<file path="src/shared/fpt_pkg.sv">
// Constants and types of the flash protection and timing block
package fpt_pkg;
  // ----------------------------------------------------------------
  // Register addresses
  // ----------------------------------------------------------------
  localparam logic [7:0] ADR_CMD = 8'h01;
  localparam logic [7:0] ADR_PAGE = 8'h02;
  localparam logic [7:0] ADR_TIMH = 8'h03;
  localparam logic [7:0] ADR_TIML = 8'h04;
  localparam logic [7:0] RST_BYTE = 8'h00;
  // ----------------------------------------------------------------
  // Command codes and bypass enable sequence
  // ----------------------------------------------------------------
  localparam logic [7:0] CMD_UNLK1 = 8'h73;
  localparam logic [7:0] CMD_UNLK2 = 8'h8c;
  localparam logic [7:0] CMD_PERASE = 8'h95;
  localparam logic [7:0] CMD_MERASE = 8'h63;
  localparam logic [7:0] CMD_SECSEL = 8'h5e;
  localparam logic [7:0] BYP_BYTE0 = 8'h80;
  localparam logic [7:0] BYP_BYTE1 = 8'hf0;
  localparam logic [7:0] BYP_BYTE2 = 8'h04;
  localparam logic [7:0] INFO_PAGE3 = 8'h83;
  localparam logic [7:0] SMALL_MASK = 8'h0f;
  // ----------------------------------------------------------------
  // Address fields
  // ----------------------------------------------------------------
  localparam int SECT_MSB = 15;
  localparam int SECT_LSB = 13;
  localparam int HALF_BIT = 15;
  localparam int PAGE_LSB = 9;
  // ----------------------------------------------------------------
  // Timing: timing value is the clock in kHz
  // ----------------------------------------------------------------
  localparam int PROG_TIME_US = 30;
  localparam int ERASE_TIME_MS = 10;
  localparam int US_PER_MS = 1000;
  localparam logic [16:0] TICK_STEP = 17'h003e8;
  localparam logic [13:0] PROG_TICKS = 14'(PROG_TIME_US);
  localparam logic [13:0] ERASE_TICKS = 14'(ERASE_TIME_MS * US_PER_MS);
  // ----------------------------------------------------------------
  // Types
  // ----------------------------------------------------------------
  typedef enum logic [1:0] {
    OP_READ = 2'b00,
    OP_PROG = 2'b01,
    OP_PERASE = 2'b10,
    OP_MERASE = 2'b11
  } fpt_op_e;
  typedef enum logic [5:0] {
    ST_LOCKED = 6'b000000,
    ST_UNLK1 = 6'b000001,
    ST_UNLK2 = 6'b000010,
    ST_UNLOCKED = 6'b000011,
    ST_SECSEL = 6'b000100,
    ST_PROG = 6'b001000,
    ST_PERASE = 6'b010000,
    ST_MERASE = 6'b100000
  } fpt_st_e;
endpackage : fpt_pkg

</file>
<file path="src/design/fpt_flash_prot.sv">
// Flash protection, timing and byte programming bypass logic
//
// Behaviour
// - Command 5EH while locked opens sector lock
// - Lock bit blocks CPU program/erase per sector
// - Port requests ignore sector lock bits
// - Sector lock bits reset to zero
// - Set lock bits cannot be cleared
// - Small variant uses lower four bits
// - Timing value is high byte, low byte
// - About 30 us program, 10 ms erase
// - Port: cleared protect bits block all or lower half of main
// - Port: info page 3 only, read only protected
// - CPU: no mass erase, no info
// - Bytes 80H F0H 04H enable bypass
// - Bypass stops CPU clock and accesses
// - Bypass drives flash from registered pins
// - Bypass mass erase always permitted
// - Bypass main access limited by protects
// - Bypass info page 3, erase only protected
// - Shared address otherwise writes page select
// - Status shows protect register selected
//
// Local design decision: the plain strobed port.
`timescale 1ns/1ps
module fpt_flash_prot
  import fpt_pkg::*;
#(
  parameter bit WIDE_MEMORY = 1'b1
) (
  // Clock and reset
  input wire logic clk_sys_in,
  input wire logic reset_in,
  // Register port
  input wire logic [7:0] reg_addr_in,
  input wire logic [7:0] reg_wdata_in,
  input wire logic reg_wr_in,
  input wire logic reg_rd_in,
  input wire logic reg_from_port_in,
  output logic [7:0] reg_rdata_out,
  // Option byte protect bits, active low
  input wire logic whole_memory_rw_protect_in,
  input wire logic lower_half_protect_in,
  // Access request
  input wire logic req_valid_in,
  input wire logic [1:0] req_op_in,
  input wire logic req_info_in,
  input wire logic [15:0] req_addr_in,
  input wire logic req_from_port_in,
  output logic grant_out,
  output logic refuse_out,
  // Serial programming port byte stream
  input wire logic port_byte_valid_in,
  input wire logic [7:0] port_byte_in,
  // Bypass pins and flash controls
  input wire logic [7:0] bypass_pins_in,
  output logic [7:0] flash_ctl_out,
  output logic bypass_out,
  output logic cpu_clk_stop_out,
  output logic busy_out,
  output logic flash_prog_out,
  output logic flash_erase_out
);

  // ----------------------------------------------------------------
  // State
  // ----------------------------------------------------------------
  typedef struct packed {
    fpt_st_e st;
    logic [7:0] lock;
    logic [7:0] page;
    logic [7:0] timh;
    logic [7:0] timl;
    logic [7:0] rdata;
    logic [16:0] acc;
    logic [13:0] ticks;
    logic [1:0] byp_step;
    logic bypass;
    logic [7:0] pins;
    logic grant;
    logic refuse;
    logic prog;
    logic erase;
  } fpt_state_s;

  fpt_state_s s_ff;
  fpt_state_s nxt_s;
  logic [15:0] tim_val;
  logic [7:0] lock_used;
  logic ok;
  logic tick;
  logic [16:0] acc_sum;
  fpt_op_e op;

  assign tim_val = {s_ff.timh, s_ff.timl};
  assign lock_used = WIDE_MEMORY ? s_ff.lock : (s_ff.lock & SMALL_MASK);
  assign op = fpt_op_e'(req_op_in);

  // ----------------------------------------------------------------
  // Access permission
  // ----------------------------------------------------------------
  function automatic logic allow(input fpt_op_e o, input logic info,
                                 input logic [15:0] a, input logic port,
                                 input logic byp, input logic rwp_n,
                                 input logic lhp_n, input logic [7:0] lk,
                                 input logic [7:0] pg);
    logic any_prot;
    logic pg3;
    logic lower;
    logic res;
    any_prot = !rwp_n || !lhp_n;
    pg3 = (pg == INFO_PAGE3);
    lower = !a[HALF_BIT];
    res = 1'b0;
    if (byp) begin
      if (o == OP_MERASE) begin
        res = 1'b1;
      end else if (info) begin
        res = pg3 && (!any_prot || o == OP_PERASE);
      end else begin
        res = rwp_n && (lhp_n || !lower);
      end
    end else if (port) begin
      if (o == OP_MERASE) begin
        res = !info;
      end else if (info) begin
        res = pg3 && (o == OP_READ || !any_prot);
      end else begin
        res = rwp_n && (lhp_n || !lower);
      end
    end else begin
      if (info || o == OP_MERASE) begin
        res = 1'b0;
      end else if (o == OP_READ) begin
        res = 1'b1;
      end else begin
        res = !lk[a[SECT_MSB:SECT_LSB]];
      end
    end
    return res;
  endfunction : allow

  // ----------------------------------------------------------------
  // Next state
  // ----------------------------------------------------------------
  always_comb begin
    nxt_s = s_ff;
    nxt_s.grant = 1'b0;
    nxt_s.refuse = 1'b0;
    nxt_s.rdata = RST_BYTE;
    ok = 1'b0;
    tick = 1'b0;
    acc_sum = s_ff.acc + TICK_STEP;
    // Byte programming bypass enable sequence
    if (port_byte_valid_in && !s_ff.bypass) begin
      unique case (s_ff.byp_step)
        2'h0: nxt_s.byp_step = (port_byte_in == BYP_BYTE0) ? 2'h1 : 2'h0;
        2'h1: nxt_s.byp_step = (port_byte_in == BYP_BYTE1) ? 2'h2 : 2'h0;
        2'h2: begin
          nxt_s.byp_step = 2'h0;
          nxt_s.bypass = (port_byte_in == BYP_BYTE2);
        end
        2'h3: nxt_s.byp_step = 2'h0;
      endcase
    end
    nxt_s.pins = s_ff.bypass ? bypass_pins_in : RST_BYTE;
    // Register reads
    if (reg_rd_in) begin
      unique case (reg_addr_in)
        ADR_CMD: nxt_s.rdata = {2'h0, s_ff.st};
        ADR_PAGE: nxt_s.rdata = (s_ff.st == ST_SECSEL) ? s_ff.lock : s_ff.page;
        ADR_TIMH: nxt_s.rdata = s_ff.timh;
        ADR_TIML: nxt_s.rdata = s_ff.timl;
        default: nxt_s.rdata = RST_BYTE;
      endcase
    end
    // Register writes and command sequencer
    if (reg_wr_in) begin
      unique case (reg_addr_in)
        ADR_CMD: begin
          if (s_ff.st == ST_LOCKED && reg_wdata_in == CMD_SECSEL) begin
            nxt_s.st = ST_SECSEL;
          end else if (s_ff.st == ST_LOCKED && reg_wdata_in == CMD_UNLK1) begin
            nxt_s.st = ST_UNLK1;
          end else if (s_ff.st == ST_UNLK1 && reg_wdata_in == CMD_UNLK2) begin
            nxt_s.st = ST_UNLK2;
          end else if (s_ff.st == ST_UNLK2) begin
            nxt_s.st = ST_UNLOCKED;
          end else if (s_ff.st == ST_UNLOCKED && reg_wdata_in == CMD_PERASE) begin
            ok = allow(OP_PERASE, s_ff.page[7], {s_ff.page[6:0], 9'h000},
                       reg_from_port_in, s_ff.bypass,
                       whole_memory_rw_protect_in, lower_half_protect_in,
                       lock_used, s_ff.page);
            nxt_s.st = ok ? ST_PERASE : ST_LOCKED;
          end else if (s_ff.st == ST_UNLOCKED && reg_wdata_in == CMD_MERASE) begin
            ok = allow(OP_MERASE, 1'b0, 16'h0000, reg_from_port_in,
                       s_ff.bypass, whole_memory_rw_protect_in,
                       lower_half_protect_in, lock_used, s_ff.page);
            nxt_s.st = ok ? ST_MERASE : ST_LOCKED;
          end else if (s_ff.st inside {ST_UNLK1, ST_UNLK2, ST_UNLOCKED, ST_SECSEL}) begin
            nxt_s.st = ST_LOCKED;
          end
          if (ok) begin
            nxt_s.ticks = ERASE_TICKS;
            nxt_s.acc = 17'h00000;
          end
        end
        ADR_PAGE: begin
          if (s_ff.st == ST_SECSEL) begin
            nxt_s.lock = s_ff.lock | reg_wdata_in;
            nxt_s.st = ST_LOCKED;
          end else begin
            nxt_s.page = reg_wdata_in;
          end
        end
        ADR_TIMH: nxt_s.timh = reg_wdata_in;
        ADR_TIML: nxt_s.timl = reg_wdata_in;
        default: nxt_s.st = s_ff.st;
      endcase
    end
    // Access requests
    if (req_valid_in) begin
      ok = allow(op, req_info_in, req_addr_in, req_from_port_in, s_ff.bypass,
                 whole_memory_rw_protect_in, lower_half_protect_in,
                 lock_used, s_ff.page);
      if (s_ff.bypass && !req_from_port_in) begin
        ok = 1'b0;
      end
      if (op == OP_PROG && !s_ff.bypass) begin
        ok = ok && s_ff.st == ST_UNLOCKED
             && req_addr_in[SECT_MSB:PAGE_LSB] == s_ff.page[6:0];
      end
      if (op != OP_READ && !s_ff.bypass && op != OP_PROG) begin
        ok = 1'b0;
      end
      nxt_s.grant = ok;
      nxt_s.refuse = !ok;
      if (ok && op == OP_PROG && !s_ff.bypass) begin
        nxt_s.st = ST_PROG;
        nxt_s.ticks = PROG_TICKS;
        nxt_s.acc = 17'h00000;
      end
    end
    // Microsecond tick from timing value
    if (s_ff.st inside {ST_PROG, ST_PERASE, ST_MERASE}) begin
      if (acc_sum >= {1'b0, tim_val}) begin
        tick = 1'b1;
        nxt_s.acc = acc_sum - {1'b0, tim_val};
      end else begin
        nxt_s.acc = acc_sum;
      end
      if (tick) begin
        if (s_ff.ticks <= 14'h0001) begin
          nxt_s.ticks = 14'h0000;
          nxt_s.st = ST_LOCKED;
        end else begin
          nxt_s.ticks = s_ff.ticks - 14'h0001;
        end
      end
    end
    nxt_s.prog = (nxt_s.st == ST_PROG);
    nxt_s.erase = (nxt_s.st inside {ST_PERASE, ST_MERASE});
  end

  // ----------------------------------------------------------------
  // Registers
  // ----------------------------------------------------------------
  always_ff @(posedge clk_sys_in) begin
    if (reset_in) begin
      s_ff <= '0;
    end else begin
      s_ff <= nxt_s;
    end
  end

  assign reg_rdata_out = s_ff.rdata;
  assign grant_out = s_ff.grant;
  assign refuse_out = s_ff.refuse;
  assign flash_ctl_out = s_ff.pins;
  assign bypass_out = s_ff.bypass;
  assign cpu_clk_stop_out = s_ff.bypass;
  assign busy_out = s_ff.prog | s_ff.erase;
  assign flash_prog_out = s_ff.prog;
  assign flash_erase_out = s_ff.erase;
endmodule : fpt_flash_prot

</file>
<file path="config.mk">
export PLATFORM = sky130hd
export DESIGN_NAME = fpt_flash_prot
export DESIGN_NICKNAME = d
export VERILOG_FILES = /design/src/shared/fpt_pkg.sv /design/src/design/fpt_flash_prot.sv
export SDC_FILE = /design/constraint.sdc
export NUM_CORES = 1
export LEC_CHECK = 0
export ABC_AREA = 1
export BUFFER_PORTS_ARGS = -buffer_cell sky130_fd_sc_hd__buf_4
export CORE_ASPECT_RATIO = 1.75
export CORE_UTILIZATION = 40
export CTS_BUF_LIST = sky130_fd_sc_hd__clkbuf_8
export DETAILED_ROUTE_END_ITERATION = 10
export PLACE_DENSITY_LB_ADDON = 0.08
export SYNTH_ARGS = -nofsm -noshare
export SYNTH_HDL_FRONTEND = slang
export SYNTH_SLANG_ARGS = --single-unit
</file>
<file path="constraint.sdc">
create_clock -name clk_sys_in -period 3.8 [get_ports clk_sys_in]
set_input_delay 0.38 -clock clk_sys_in [delete_from_list [all_inputs] [get_ports clk_sys_in]]
set_output_delay 0.38 -clock clk_sys_in [all_outputs]
set_load 0.02 [all_outputs]
</file>
After elaboration in Yosys (flattened, before gate mapping)
Index checks and enable logic that the tools add are counted. W data, S select, Z words.

Register bits: 92. Input port bits: 61. Word-level logic and storage cells: 193.

Add/sub/neg operators: 3. Order comparisons: 4. Equality and inequality tests: 31. Mux-type cells: 84. Bitwise gates (word level): 6. Reductions and logical operators: 50.

Operators by type and width (number): $mux W31 (6); $mux W6 (13); $mux W1 (48); $mux W14 (3); $eq A8 B8 Y1 const B (5); $mux W38 (1); $mux W8 (4); $pmux W8 S4 (1); $eq A8 B7 Y1 const B (3); $logic_and A1 B1 Y1 (19); $add A17 B10 Y17 const B (1); $ge A17 B16 Y1 (1); $mux W17 (1); $sub A17 B16 Y17 (1); $eq A8 B2 Y1 const B (2); $eq A8 B3 Y1 const B (2); $mux W16 (1); $le A14 B1 Y1 const B (1); $sub A14 B1 Y14 const B (1); $eq A6 B2 Y1 const B (2); $eq A6 B4 Y1 const B (2); $eq A6 B5 Y1 const B (2); $eq A6 B6 Y1 const B (2); $pmux W6 S2 (1); 25 further kinds (55).

Logic depth before layout (Yosys ltp)
Gate-level depths: netlist of the first run.

Depth after elaboration: 29. Gate-level depth with buffers: 21.

Worst setup path after synthesis of the first run
Ideal clock, no wire load.

Path kind: flip-flop to flip-flop. Start: register s_ff[32] (netlist name). End: register s_ff[15] (netlist name). Data arrival time: 2.538 ns. Slack: 1.145 ns. Stages on the path, launching flop included: 19. Buffers on the path: 1. Period minus slack after synthesis: 2.655 ns. Path through: dfxtp_1 -> ha_1 -> inv_1 -> nand4_1 -> nand2_1 -> nor2_1 -> xor2_1 -> inv_1 -> ha_1 -> inv_2 -> nor3_4 -> nand4_2 -> nand2_2 -> nor2_8 -> nand2_8 -> nand2_8 -> buf_6 -> o21ai_0 -> nor2_1.

Longest elaborated chain between the ends: 6.

Ends and longest elaborated chain: start, declared (RTL line fpt_flash_prot.sv:86) `fpt_state_s s_ff;`; start signal, assigned (RTL line fpt_flash_prot.sv:272) `s_ff <= nxt_s;`; $add A17 B10 Y17 (RTL line fpt_flash_prot.sv:153) `acc_sum = s_ff.acc + TICK_STEP;`; $ge A17 B16 Y1 (RTL line fpt_flash_prot.sv:246) `if (acc_sum >= {1'b0, tim_val}) begin`; $mux W1 (RTL line fpt_flash_prot.sv:246); $mux W1 (RTL line fpt_flash_prot.sv:245) `if (s_ff.st inside {ST_PROG, ST_PERASE, ST_MERASE}) begin`; $mux W14 (RTL line fpt_flash_prot.sv:252) `if (tick) begin`; $mux W31 (RTL line fpt_flash_prot.sv:245).

No other way between the ends. The select of a mux whose other input is x is not followed. A chain may end at the register's enable or synchronous reset.

Worst setup path in the final report of the first run
Start: register s_ff[32] (netlist name). End: register s_ff[27] (netlist name).

Same word-level chain as after synthesis.

==> results of run 1 <==
-- flip-flops by register name, summed over array words and instances, names as in the netlist --
name,cells
bypass_out,1
flash_ctl_out,8
flash_erase_out,1
flash_prog_out,1
grant_out,1
lock_used,8
refuse_out,1
reg_rdata_out,8
s_ff,63
-- cell type report --
| cell class | instances | area, um2 | share of cell area (%) |
|---|---|---|---|
| Inverter | 140 | 528.0 | 7.270 |
| Clock buffer | 9 | 123.9 | 1.705 |
| Sequential cell | 92 | 1842 | 25.36 |
| Clock inverter | 7 | 140.1 | 1.929 |
| Timing Repair Buffer | 76 | 570.5 | 7.855 |
| Multi-Input combinational cell | 688 | 3822 | 52.63 |
| Tap cell | 189 | 236.5 | 3.256 |
-- power by group through the flow --
stage / logic [mW] / clock network, mW / registers (mW)
after floorplan: 0.331 / 0 / 1.00
after global placement: 0.467 / 0 / 1.00
after detailed placement: 0.468 / 0 / 1.00
after CTS: 0.470 / 0.896 / 0.982
after global routing: 0.526 / 0.931 / 0.983
final: 0.465 / 0.870 / 0.982
-- layout by cell type (no fill, tap or decap), types with 3 or more instances in the layout --
cell type,instances
or2_2,6
nand3_2,7
a221oi_1,3
o22ai_1,4
a211oi_1,8
nor2_2,10
o211ai_1,10
a31oi_1,5
nand2_1,187
nor4_1,3
inv_1,132
nand2_2,12
nand3_1,71
a21oi_1,80
buf_4,76
nor2_1,93
nand3b_1,6
o21ai_0,31
clkbuf_8,9
dfxtp_1,92
nand4_1,37
o21ai_1,4
xor2_1,20
bufinv_16,4
inv_2,7
nor2_4,8
xnor2_1,10
nor3_1,17
ha_1,19
-- cell families after synthesis --
kind of cell / Yosys count / share of synthesized area, %
fa+ha+maj: 20 / 3.978
buf+inv: 183 / 12.57
simple gates: 475 / 36.35
flops: 92 / 28.43
compound gates: 163 / 14.62
xor+xnor: 30 / 4.056
-- final timing paths --
check / from / to / slack [ns] / depth (start not counted)
setup / recovery: s_ff[32]$_SDFF_PP0_ / s_ff[27]$_SDFF_PP0_ / 0.56 / 18
hold / removal: port_byte_in[0] / bypass_out$_SDFFE_PP0P_ / 0.20 / 2
setup reg to reg: s_ff[32]$_SDFF_PP0_ / s_ff[27]$_SDFF_PP0_ / 0.56 / 18
hold reg to reg: s_ff[29]$_SDFFE_PP0P_ / s_ff[29]$_SDFFE_PP0P_ / 0.49 / 2
-- worst max-delay path, stage by stage, from the launching register on --
cell,delay (ns)
dfxtp_1,0.41
ha_1,0.21
inv_1,0.07
nand4_1,0.16
nand2_1,0.09
nor2_1,0.12
xor2_1,0.24
inv_1,0.07
ha_1,0.40
inv_2,0.08
nor3_4,0.22
nand4_2,0.10
nand2_2,0.13
nor2_8,0.07
nand2_8,0.18
nand2_8,0.18
nor2_4,0.21
nand3_1,0.09
a21oi_1,0.14
-- per-stage QoR --
stage	area (um2)	hold slack, ns	setup WS, ns
final	7263	0.1994	0.5553
after global routing	7263	0.1905	0.2531
after CTS	7263	0.1800	0.4890
after detailed placement	6999	0.4817	0.5042
after global placement	6999	0.4744	0.5655
after floorplan	6479	0.4532	1.145
-- layer usage --
metal  GRT usage (%)  part of all wire [%]
met1           24.65                    39
met5               0                     0
met3           2.300                   2.4
met2           47.55                    54
met4           12.07                   4.2
==> flow_summary.rst, run 1 <==
.. list-table::
   :header-rows: 1

   * - Metric
     - Value
   * - Non-filler cells, final
     - between 1,000 and 1,500
   * - Fill cell instance count of the final layout
     - 1,762
   * - Leakage power
     - approximately 3.3 nW
   * - Share of the yosys chip area belonging to registers
     - roughly 28%
   * - Violation count after the first detailed-routing iteration
     - about 230
   * - Critical path startpoint category
     - flip-flop
   * - Diode count
     - 0
   * - Dpl hpwl
     - about 15 mm
   * - Cell with the most instances after synthesis
     - nand2_1
   * - Hold crit path type
     - in2reg
   * - Post-CTS Resized
     - 0
   * - Root buffer cell
     - clkbuf_8
   * - Starting Density
     - 40.81%
   * - Global-route wire length before repair
     - 31.55 mm
   * - Setup CP Type
     - reg2reg
   * - Die X-Extent
     - ~98 um
   * - Clock sink total
     - slightly above 90
   * - Global placement routability congestion
     - roughly 0.90
   * - Final period util
     - approximately 85%
   * - Final net count
     - ~1,100
   * - Switching pwr
     - between 0.6 and 0.7 mW
   * - Mean cell area of the mapped netlist
     - slightly below 7 um2
   * - Leading cell types by count after synthesis
     - 187 x nand2_1, 131 x inv_1, 93 x nor2_1, 92 x dfxtp_1, 80 x a21oi_1
   * - P_int
     - 1.643 mW
   * - Final setup viols
     - 0
   * - Vias in the first global route
     - ~6,500
   * - Number of optimization iterations in the first detailed-route pass
     - 4
   * - Via density per instance
     - approximately 5.3
   * - Largest net degree at the start of global routing
     - 51
   * - Endpoints failing hold
     - 0
   * - Post-synthesis net count
     - ~1,000
   * - CTS tree
     - yes
   * - Hold-fix buffers at CTS
     - 0
   * - Cell count after synthesis
     - 963
   * - Total number of placement rows
     - 61
   * - Via count
     - ~6,400
   * - F_max
     - 308.2 MHz
   * - Detailed-route DRC error count
     - 0
   * - Maximum buffer depth of the clock tree
     - 2
   * - RSZ-0062 raised after global routing
     - no
   * - Routed wire length per instance
     - ~16 um
   * - Core ar.
     - around 16,000 um2
   * - Dominant synthesized flop cell
     - dfxtp_1
   * - Share of cells above drive strength 1
     - 15.71%
   * - Share of power burned in registers
     - a little over two fifths
   * - Max-Cap Viols
     - 0
   * - Die Y
     - 170.4 um
   * - FFs w/ async S/R, synth
     - 0%
   * - P per Cell Area
     - approximately 320 nW/um2
   * - Port buffer count
     - 74
   * - Total routing usage reported by global routing
     - between 20% and 30%
   * - Number of warnings printed during yosys synthesis
     - 0
   * - Antenna viol nets, final
     - 0
   * - Clock edge transition at the registers on the reported setup and hold paths
     - around 0.09 ns
   * - Worst Skew
     - 0.01121 ns
   * - Post-CTS setup buffer count
     - 0
   * - Worst endpoint required time
     - around 4.1 ns
   * - Layout overhead on the synthesized area
     - 12.11%
   * - Worst-margin pin slew
     - 1.007 ns
   * - Final sum of negative setup slack
     - 0 ns
   * - Total chip power
     - ~2.3 mW
   * - Post-synthesis register bit count
     - 92
   * - Top-area cell type share of the netlist area
     - about 28%
   * - Count of pins over their slew limit
     - 0
   * - Headroom to the max-slew limit
     - about a third
   * - IO Count
     - 84
   * - Total wire length after detailed routing
     - 19.09 mm
   * - Combinational group share of total power
     - 20.1%
   * - Dpl cells
     - about 1,200
   * - Total standard cell area after synthesis
     - about 6500 um2
   * - Result of the run
     - complete, no violations
   * - Maximum fanout along the worst path
     - 27
   * - Count of flip-flops with a built-in enable after synthesis
     - 0
   * - DIE AREA
     - approximately 17,000 um2
   * - Initial antenna violation count
     - 0
   * - Worst VDD drop
     - between 0.1 and 0.15 mV
   * - Endpoint arrival time on the critical path
     - 3.54 ns
   * - Cell types occupying the most area after synthesis
     - dfxtp_1 28%, nand2_1 11%, inv_1 7.6%, a21oi_1 6.2%, nand3_1 5.5%
   * - TritonCTS Buffers
     - 9
   * - Number of distinct library cells after synthesis
     - 58
   * - Critical Path Sink Type
     - flip-flop
   * - Post-layout util
     - about 46%
   * - CTS H-tree depth
     - 3
   * - Global route total overflow
     - 0
   * - Skew-Pair Late Insertion Delay
     - between 0.3 and 0.4 ns
   * - Top cell type by total area after synthesis
     - dfxtp_1
   * - Switching share of total power
     - about 29%
   * - Crit path time final
     - about 3.2 ns
   * - Fraction of power consumed by the clock network
     - a little under two fifths
Power figures use the tool's default switching activity.
==> run 2: changes to the inputs <==
==> constraint.sdc (replaced) <==
create_clock -name clk_sys_in -period 3.8 [get_ports clk_sys_in]
set_input_delay 0.76 -clock clk_sys_in [delete_from_list [all_inputs] [get_ports clk_sys_in]]
set_output_delay 0.76 -clock clk_sys_in [all_outputs]
set_load 0.02 [all_outputs]
==> flow_summary.rst, run 2 (synthesis results as in run 1) <==
.. list-table::
   :header-rows: 1

   * - Metric
     - Value
   * - Die Y
     - around 170 um
   * - Max-Cap Viols
     - 0
   * - Dpl cells
     - 1,188
   * - Final period util
     - a little under nine tenths
   * - Switching share of total power
     - between 30% and 40%
   * - Result of the run
     - complete, no violations
   * - TritonCTS Buffers
     - 9
   * - Core ar.
     - about 16,000 um2
   * - Crit path time final
     - ~3.2 ns
   * - Maximum fanout along the worst path
     - 27
   * - Antenna viol nets, final
     - 0
   * - Via density per instance
     - ~5.3
   * - Non-Filler Cell Area, Final
     - 7224 um2
   * - Category of cells accounting for the largest share of critical-path delay
     - simple AND/OR/NAND/NOR gates
   * - Minimum setup slack among reg-to-reg paths
     - ~0.55 ns
   * - Die X-Extent
     - between 90 and 100 um
   * - Leakage power
     - 3.325 nW
   * - P per Cell Area
     - 295.1 nW/um2
   * - Global placement routability congestion
     - 0.8953
   * - F_max
     - approximately 310 MHz
   * - Share of power burned in registers
     - 46.1%
   * - Worst path slowest cell
     - dfxtp_1
   * - Largest register by flop count
     - s_ff
   * - CTS tree
     - yes
   * - Most common cell after layout, fill and taps aside
     - nand2_1
   * - Worst-margin pin slew
     - a little over 0.6 ns
   * - Clock sink total
     - 92
   * - Number of optimization iterations in the first detailed-route pass
     - 5
   * - IO Count
     - 84
   * - Via count
     - roughly 6,400
   * - Critical path startpoint category
     - flip-flop
   * - Buf/Inv on CP
     - 3
   * - Total routing usage reported by global routing
     - between 20% and 30%
   * - Skew-Pair Late Insertion Delay
     - roughly 0.36 ns
   * - P_int
     - between 1 and 1.5 mW
   * - Endpoint arrival time on the critical path
     - about 3.5 ns
   * - Final net count
     - approximately 1,100
   * - Critical Path, Cell by Cell
     - ha_1, inv_1, nand4_1, nand2_1, nor2_1, xor2_1, inv_1, ha_1, inv_2, nor3_4, nand4_2, nand2_2, nor2_8, nand2_8, nand2_8, nor2_4, nand3_1, a21oi_1
   * - Busiest layer in global routing
     - met2
   * - Diode count
     - 0
   * - Dpl hpwl
     - around 15 mm
   * - Largest register FFs
     - 63
   * - Post-layout util
     - between 40 and 50%
   * - Starting Density
     - 40.81%
   * - Share of cells above drive strength 1
     - between 10% and 20%
   * - Met1 routing resource usage after global routing
     - roughly a quarter
   * - Commonest cells after routing, fill and taps aside
     - 187 x nand2_1, 132 x inv_1, 93 x nor2_1
   * - CTS H-tree depth
     - 3
   * - Headroom to the max-slew limit
     - between 50 and 60%
   * - Clock edge transition at the registers on the reported setup and hold paths
     - around 0.10 ns
   * - Final sum of negative setup slack
     - 0 ns
   * - Vias in the first global route
     - between 6,000 and 7,000
   * - Total number of placement rows
     - roughly 60
   * - Post-detailed-placement cell area
     - 7022 um2
   * - Hold crit path type
     - reg2reg
   * - Count of pins over their slew limit
     - 0
   * - Final setup viols
     - 0
   * - Combinational group share of total power
     - 21.6%
   * - Routed wire length per instance
     - 15.69 um
   * - Port buffer count
     - 74
   * - Fill cell instance count of the final layout
     - about 1,700
   * - Non-filler cells, final
     - between 1,000 and 1,500
   * - Global routing usage on met2
     - a little under half
   * - RSZ-0062 raised after global routing
     - no
   * - Global-route wire length before repair
     - 31.04 mm
   * - Hold-fix buffers at CTS
     - 0
   * - Post-CTS setup buffer count
     - 0
   * - DIE AREA
     - roughly 17,000 um2
   * - Setup CP Type
     - reg2reg
   * - Initial antenna violation count
     - 0
   * - Root buffer cell
     - clkbuf_8
   * - Worst hold slack after final layout
     - between 0.4 and 0.5 ns
   * - Global route total overflow
     - 0
   * - Worst Skew
     - approximately 0.013 ns
   * - Maximum buffer depth of the clock tree
     - 2
   * - Critical Path Sink Type
     - flip-flop
   * - Worst VDD drop
     - between 0.15 and 0.2 mV
   * - Met3 GRT Util
     - 2.587%
   * - Switching pwr
     - between 0.6 and 0.7 mW
   * - Total wire length after detailed routing
     - approximately 19 mm
   * - Post-CTS Resized
     - 0
   * - Detailed-route DRC error count
     - 0
   * - Worst endpoint required time
     - 4.09 ns
   * - Fraction of power consumed by the clock network
     - around a third
   * - Largest net degree at the start of global routing
     - 51
   * - Violation count after the first detailed-routing iteration
     - 280
   * - Layout overhead on the synthesized area
     - 11.51%
   * - Endpoints failing hold
     - 0
   * - Worst path max stage delay
     - about 0.40 ns
-- run 2: cell count changes in the layout (fill, tap and decap cells not counted) --
cell / previous run / this run
buf_4: 76 / 79
bufinv_16: 4 / 1
clkinvlp_4: 1 / 3
clkbuf_8: 9 / 10
-- run 2: worst min-delay path, stage by stage (launching register included) --
cell     delay (ns)
dfxtp_1        0.32
nand4_1        0.08
a21oi_1        0.06
-- run 2: through the flow --
| step | total power [mW] | setup WS [ns] |
|---|---|---|
| after global routing | 2.247 | 0.2005 |
| after detailed placement | 1.468 | 0.5217 |
| final | 2.132 | 0.5501 |
| after global placement | 1.469 | 0.5682 |
| after floorplan | 1.334 | 1.145 |
| after CTS | 2.160 | 0.5055 |
-- run 2: cell type report --
| class | instances | area (um2) | area share (%) |
|---|---|---|---|
| clock buffer | 10 | 137.6 | 1.905 |
| clock inverter | 6 | 65.06 | 0.9006 |
| inverter | 140 | 528.0 | 7.309 |
| multi-input combinational | 688 | 3822 | 52.91 |
| sequential | 92 | 1842 | 25.49 |
| tap | 189 | 236.5 | 3.273 |
| timing repair buffer | 79 | 593.1 | 8.209 |
-- run 2: final timing paths --
check | start | endpoint | cells past startpoint
hold / removal | s_ff[29]$_SDFFE_PP0P_ | s_ff[29]$_SDFFE_PP0P_ | 2
hold reg to reg | s_ff[29]$_SDFFE_PP0P_ | s_ff[29]$_SDFFE_PP0P_ | 2
setup reg to reg | s_ff[32]$_SDFF_PP0_ | s_ff[27]$_SDFF_PP0_ | 18
setup / recovery | s_ff[32]$_SDFF_PP0_ | s_ff[27]$_SDFF_PP0_ | 18
-- run 2: metal layers --
layer	routed length, um	vias to the layer above
li1	-	3253
met1	7020	2957
met2	10460	128
met3	540	52
met4	875	0
met5	0	-
-- run 2: power by group through the flow --
stage | clock network [mW] | logic, mW | registers [mW]
after CTS | 0.712 | 0.466 | 0.982
after detailed placement | 0 | 0.463 | 1.00
final | 0.690 | 0.460 | 0.982
after global placement | 0 | 0.465 | 1.00
after global routing | 0.745 | 0.518 | 0.984
after floorplan | 0 | 0.331 | 1.00
==> run 3: changes to the inputs <==
--- a/config.mk
+++ b/config.mk
@@ -7,7 +7,6 @@
 export LEC_CHECK = 0
 export ABC_AREA = 1
 export BUFFER_PORTS_ARGS = -buffer_cell sky130_fd_sc_hd__buf_4
-export CORE_ASPECT_RATIO = 1.75
 export CORE_UTILIZATION = 40
 export CTS_BUF_LIST = sky130_fd_sc_hd__clkbuf_8
 export DETAILED_ROUTE_END_ITERATION = 10
==> flow_summary.rst, run 3 (synthesis results as in run 1) <==
.. list-table::
   :header-rows: 1

   * - Metric
     - Value
   * - Result of the run
     - complete, no violations
   * - Hold-fix buffers at CTS
     - 0
   * - IO Count
     - 84
   * - Worst flop-to-flop path startpoint
     - s_ff[32]$_SDFF_PP0_
   * - Global-route wire length before repair
     - around 30 mm
   * - Detailed-route DRC error count
     - 0
   * - Commonest cells after routing, fill and taps aside
     - 187 x nand2_1, 133 x inv_1, 93 x nor2_1
   * - Setup CP Type
     - reg2reg
   * - Crit path time final
     - roughly 3.3 ns
   * - Hold Startpoint
     - s_ff[29]$_SDFFE_PP0P_
   * - DIE AREA
     - 16,710 um2
   * - Violation count after the first detailed-routing iteration
     - 540
   * - Diode count
     - 0
   * - Worst VDD drop
     - roughly 0.20 mV
   * - Leakage power
     - 3.325 nW
   * - Clock edge transition at the registers on the reported setup and hold paths
     - roughly 0.09 ns
   * - Dpl hpwl
     - between 10 and 15 mm
   * - CTS H-tree depth
     - 3
   * - Maximum fanout along the worst path
     - 27
   * - Global placement routability congestion
     - between 0.8 and 0.9
   * - Via density per instance
     - just over 5
   * - Via count
     - between 6,000 and 7,000
   * - Die X-Extent
     - 129.3 um
   * - Starting Density
     - about two fifths
   * - Number of optimization iterations in the first detailed-route pass
     - 5
   * - Maximum buffer depth of the clock tree
     - 2
   * - Post-layout util
     - a little under half
   * - Die Y
     - 129.3 um
   * - Core ar.
     - around 16,000 um2
   * - Final period util
     - between 80% and 90%
   * - P per Cell Area
     - approximately 300 nW/um2
   * - F_max
     - 306.5 MHz
   * - Worst-margin pin slew
     - between 1 and 1.5 ns
   * - Root buffer cell
     - clkbuf_8
   * - Total wire length after detailed routing
     - 18.04 mm
   * - Clock sink total
     - between 90 and 100
   * - Total number of placement rows
     - 46
   * - Count of pins over their slew limit
     - 0
   * - TritonCTS Buffers
     - 9
   * - Vias in the first global route
     - around 6,000
   * - Endpoint arrival time on the critical path
     - approximately 3.6 ns
   * - RSZ-0062 raised after global routing
     - no
   * - Final net count
     - between 1,000 and 1,500
   * - Hold Path Stages
     - 2
   * - Minimum setup slack among reg-to-reg paths
     - ~0.54 ns
   * - Max-Cap Viols
     - 0
   * - Critical path startpoint category
     - flip-flop
   * - CTS tree
     - yes
   * - Most common cell after layout, fill and taps aside
     - nand2_1
   * - Post-CTS Resized
     - 0
   * - Initial antenna violation count
     - 0
   * - Endpoints failing hold
     - 0
   * - Share of cells above drive strength 1
     - ~16%
   * - Critical path origin
     - s_ff[32]$_SDFF_PP0_
   * - Non-filler cells, final
     - 1,229
   * - Port buffer count
     - 74
   * - Largest net degree at the start of global routing
     - 51
   * - Reg-to-reg critical path endpoint
     - s_ff[27]$_SDFF_PP0_
   * - Final sum of negative setup slack
     - 0 ns
   * - Destination of the worst hold path
     - s_ff[29]$_SDFFE_PP0P_
   * - Antenna viol nets, final
     - 0
   * - Final setup viols
     - 0
   * - Global route total overflow
     - 0
   * - Post-CTS setup buffer count
     - 0
   * - Headroom to the max-slew limit
     - 33.06%
   * - Total routing usage reported by global routing
     - between 20% and 30%
   * - Worst Skew
     - about 0.016 ns
   * - Layout overhead on the synthesized area
     - 11.65%
   * - Critical Path Sink Type
     - flip-flop
   * - Routed wire length per instance
     - between 10 and 15 um
   * - Largest register by flop count
     - s_ff
   * - Dpl cells
     - 1,213
   * - Skew-Pair Late Insertion Delay
     - just under 0.4 ns
   * - Hold crit path type
     - reg2reg
   * - Worst reg-to-reg path cell count
     - 18
   * - Worst endpoint required time
     - ~4.1 ns
   * - Largest register FFs
     - 63
-- run 3: changes by cell type in the layout (fill, tap and decap cells not counted), sizes merged --
cell      before  now
buf           79   77
clkinv         2    4
clkbuf        10    9
inv          140  142
clkinvlp       3    0
-- run 3: how the worst max path moves through the flow --
stage / slack [ns] / depth (start not counted) / to
3_5_place_dp: 0.55 / 18 / s_ff[27]$_SDFF_PP0_
6_report: 0.54 / 18 / s_ff[27]$_SDFF_PP0_
5_1_grt: 0.24 / 18 / s_ff[27]$_SDFF_PP0_
3_3_place_gp: 0.59 / 18 / s_ff[27]$_SDFF_PP0_
2_1_floorplan: 1.14 / 18 / s_ff[15]$_SDFF_PP0_
4_1_cts: 0.52 / 18 / s_ff[27]$_SDFF_PP0_
-- run 3: final cells by class --
| class | count | area [um2] |
|---|---|---|
| Clock inverter | 7 | 68.82 |
| Sequential cell | 92 | 1842 |
| Multi-Input combinational cell | 688 | 3822 |
| Timing Repair Buffer | 77 | 578.1 |
| Inverter | 140 | 528.0 |
| Tap cell | 216 | 270.3 |
| Clock buffer | 9 | 123.9 |
| Fill cell | 1716 | 8594 |
-- run 3: critical path, stage by stage (launching register included) --
cell and delay [ns]:
dfxtp_1 0.40, ha_1 0.21, inv_1 0.06, nand4_1 0.17, nand2_1 0.10, nor2_1 0.14, xor2_1 0.23, inv_1 0.07
ha_1 0.39, inv_2 0.08, nor3_4 0.23, nand4_2 0.12, nand2_2 0.13, nor2_8 0.07, nand2_8 0.18, nand2_8 0.17
nor2_4 0.20, nand3_1 0.10, a21oi_1 0.14
-- run 3: routing by layer --
layer / routed length [um] / GRT usage (%) / part of all wire [%] / vias to the layer above
li1: - / - / - / 3262
met1: 8753 / 31.50 / 49 / 2928
met2: 7990 / 37.60 / 44 / 177
met3: 1065 / 3.716 / 5.9 / 13
met4: 227 / 5.952 / 1.3 / 0
met5: 0 / 0 / 0 / -
-- run 3: metrics by stage --
stage | power (mW) | worst slack [ns] | instance area, um2 | hold WS [ns]
2_1_floorplan | 1.334 | 1.145 | 6479 | 0.4578
3_3_place_gp | 1.460 | 0.5850 | 7041 | 0.4766
3_5_place_dp | 1.460 | 0.5473 | 7041 | 0.4771
4_1_cts | 2.151 | 0.5239 | 7233 | 0.4914
5_1_grt | 2.245 | 0.2405 | 7233 | 0.5040
6_report | 2.123 | 0.5378 | 7233 | 0.4934
-- run 3: report_power, final --
group          total, mW  switching [mW]  internal (mW)
Combinational      0.456           0.288          0.168
Clock              0.686           0.382          0.304
Sequential         0.982         0.00921          0.972
Total               2.12           0.679           1.44
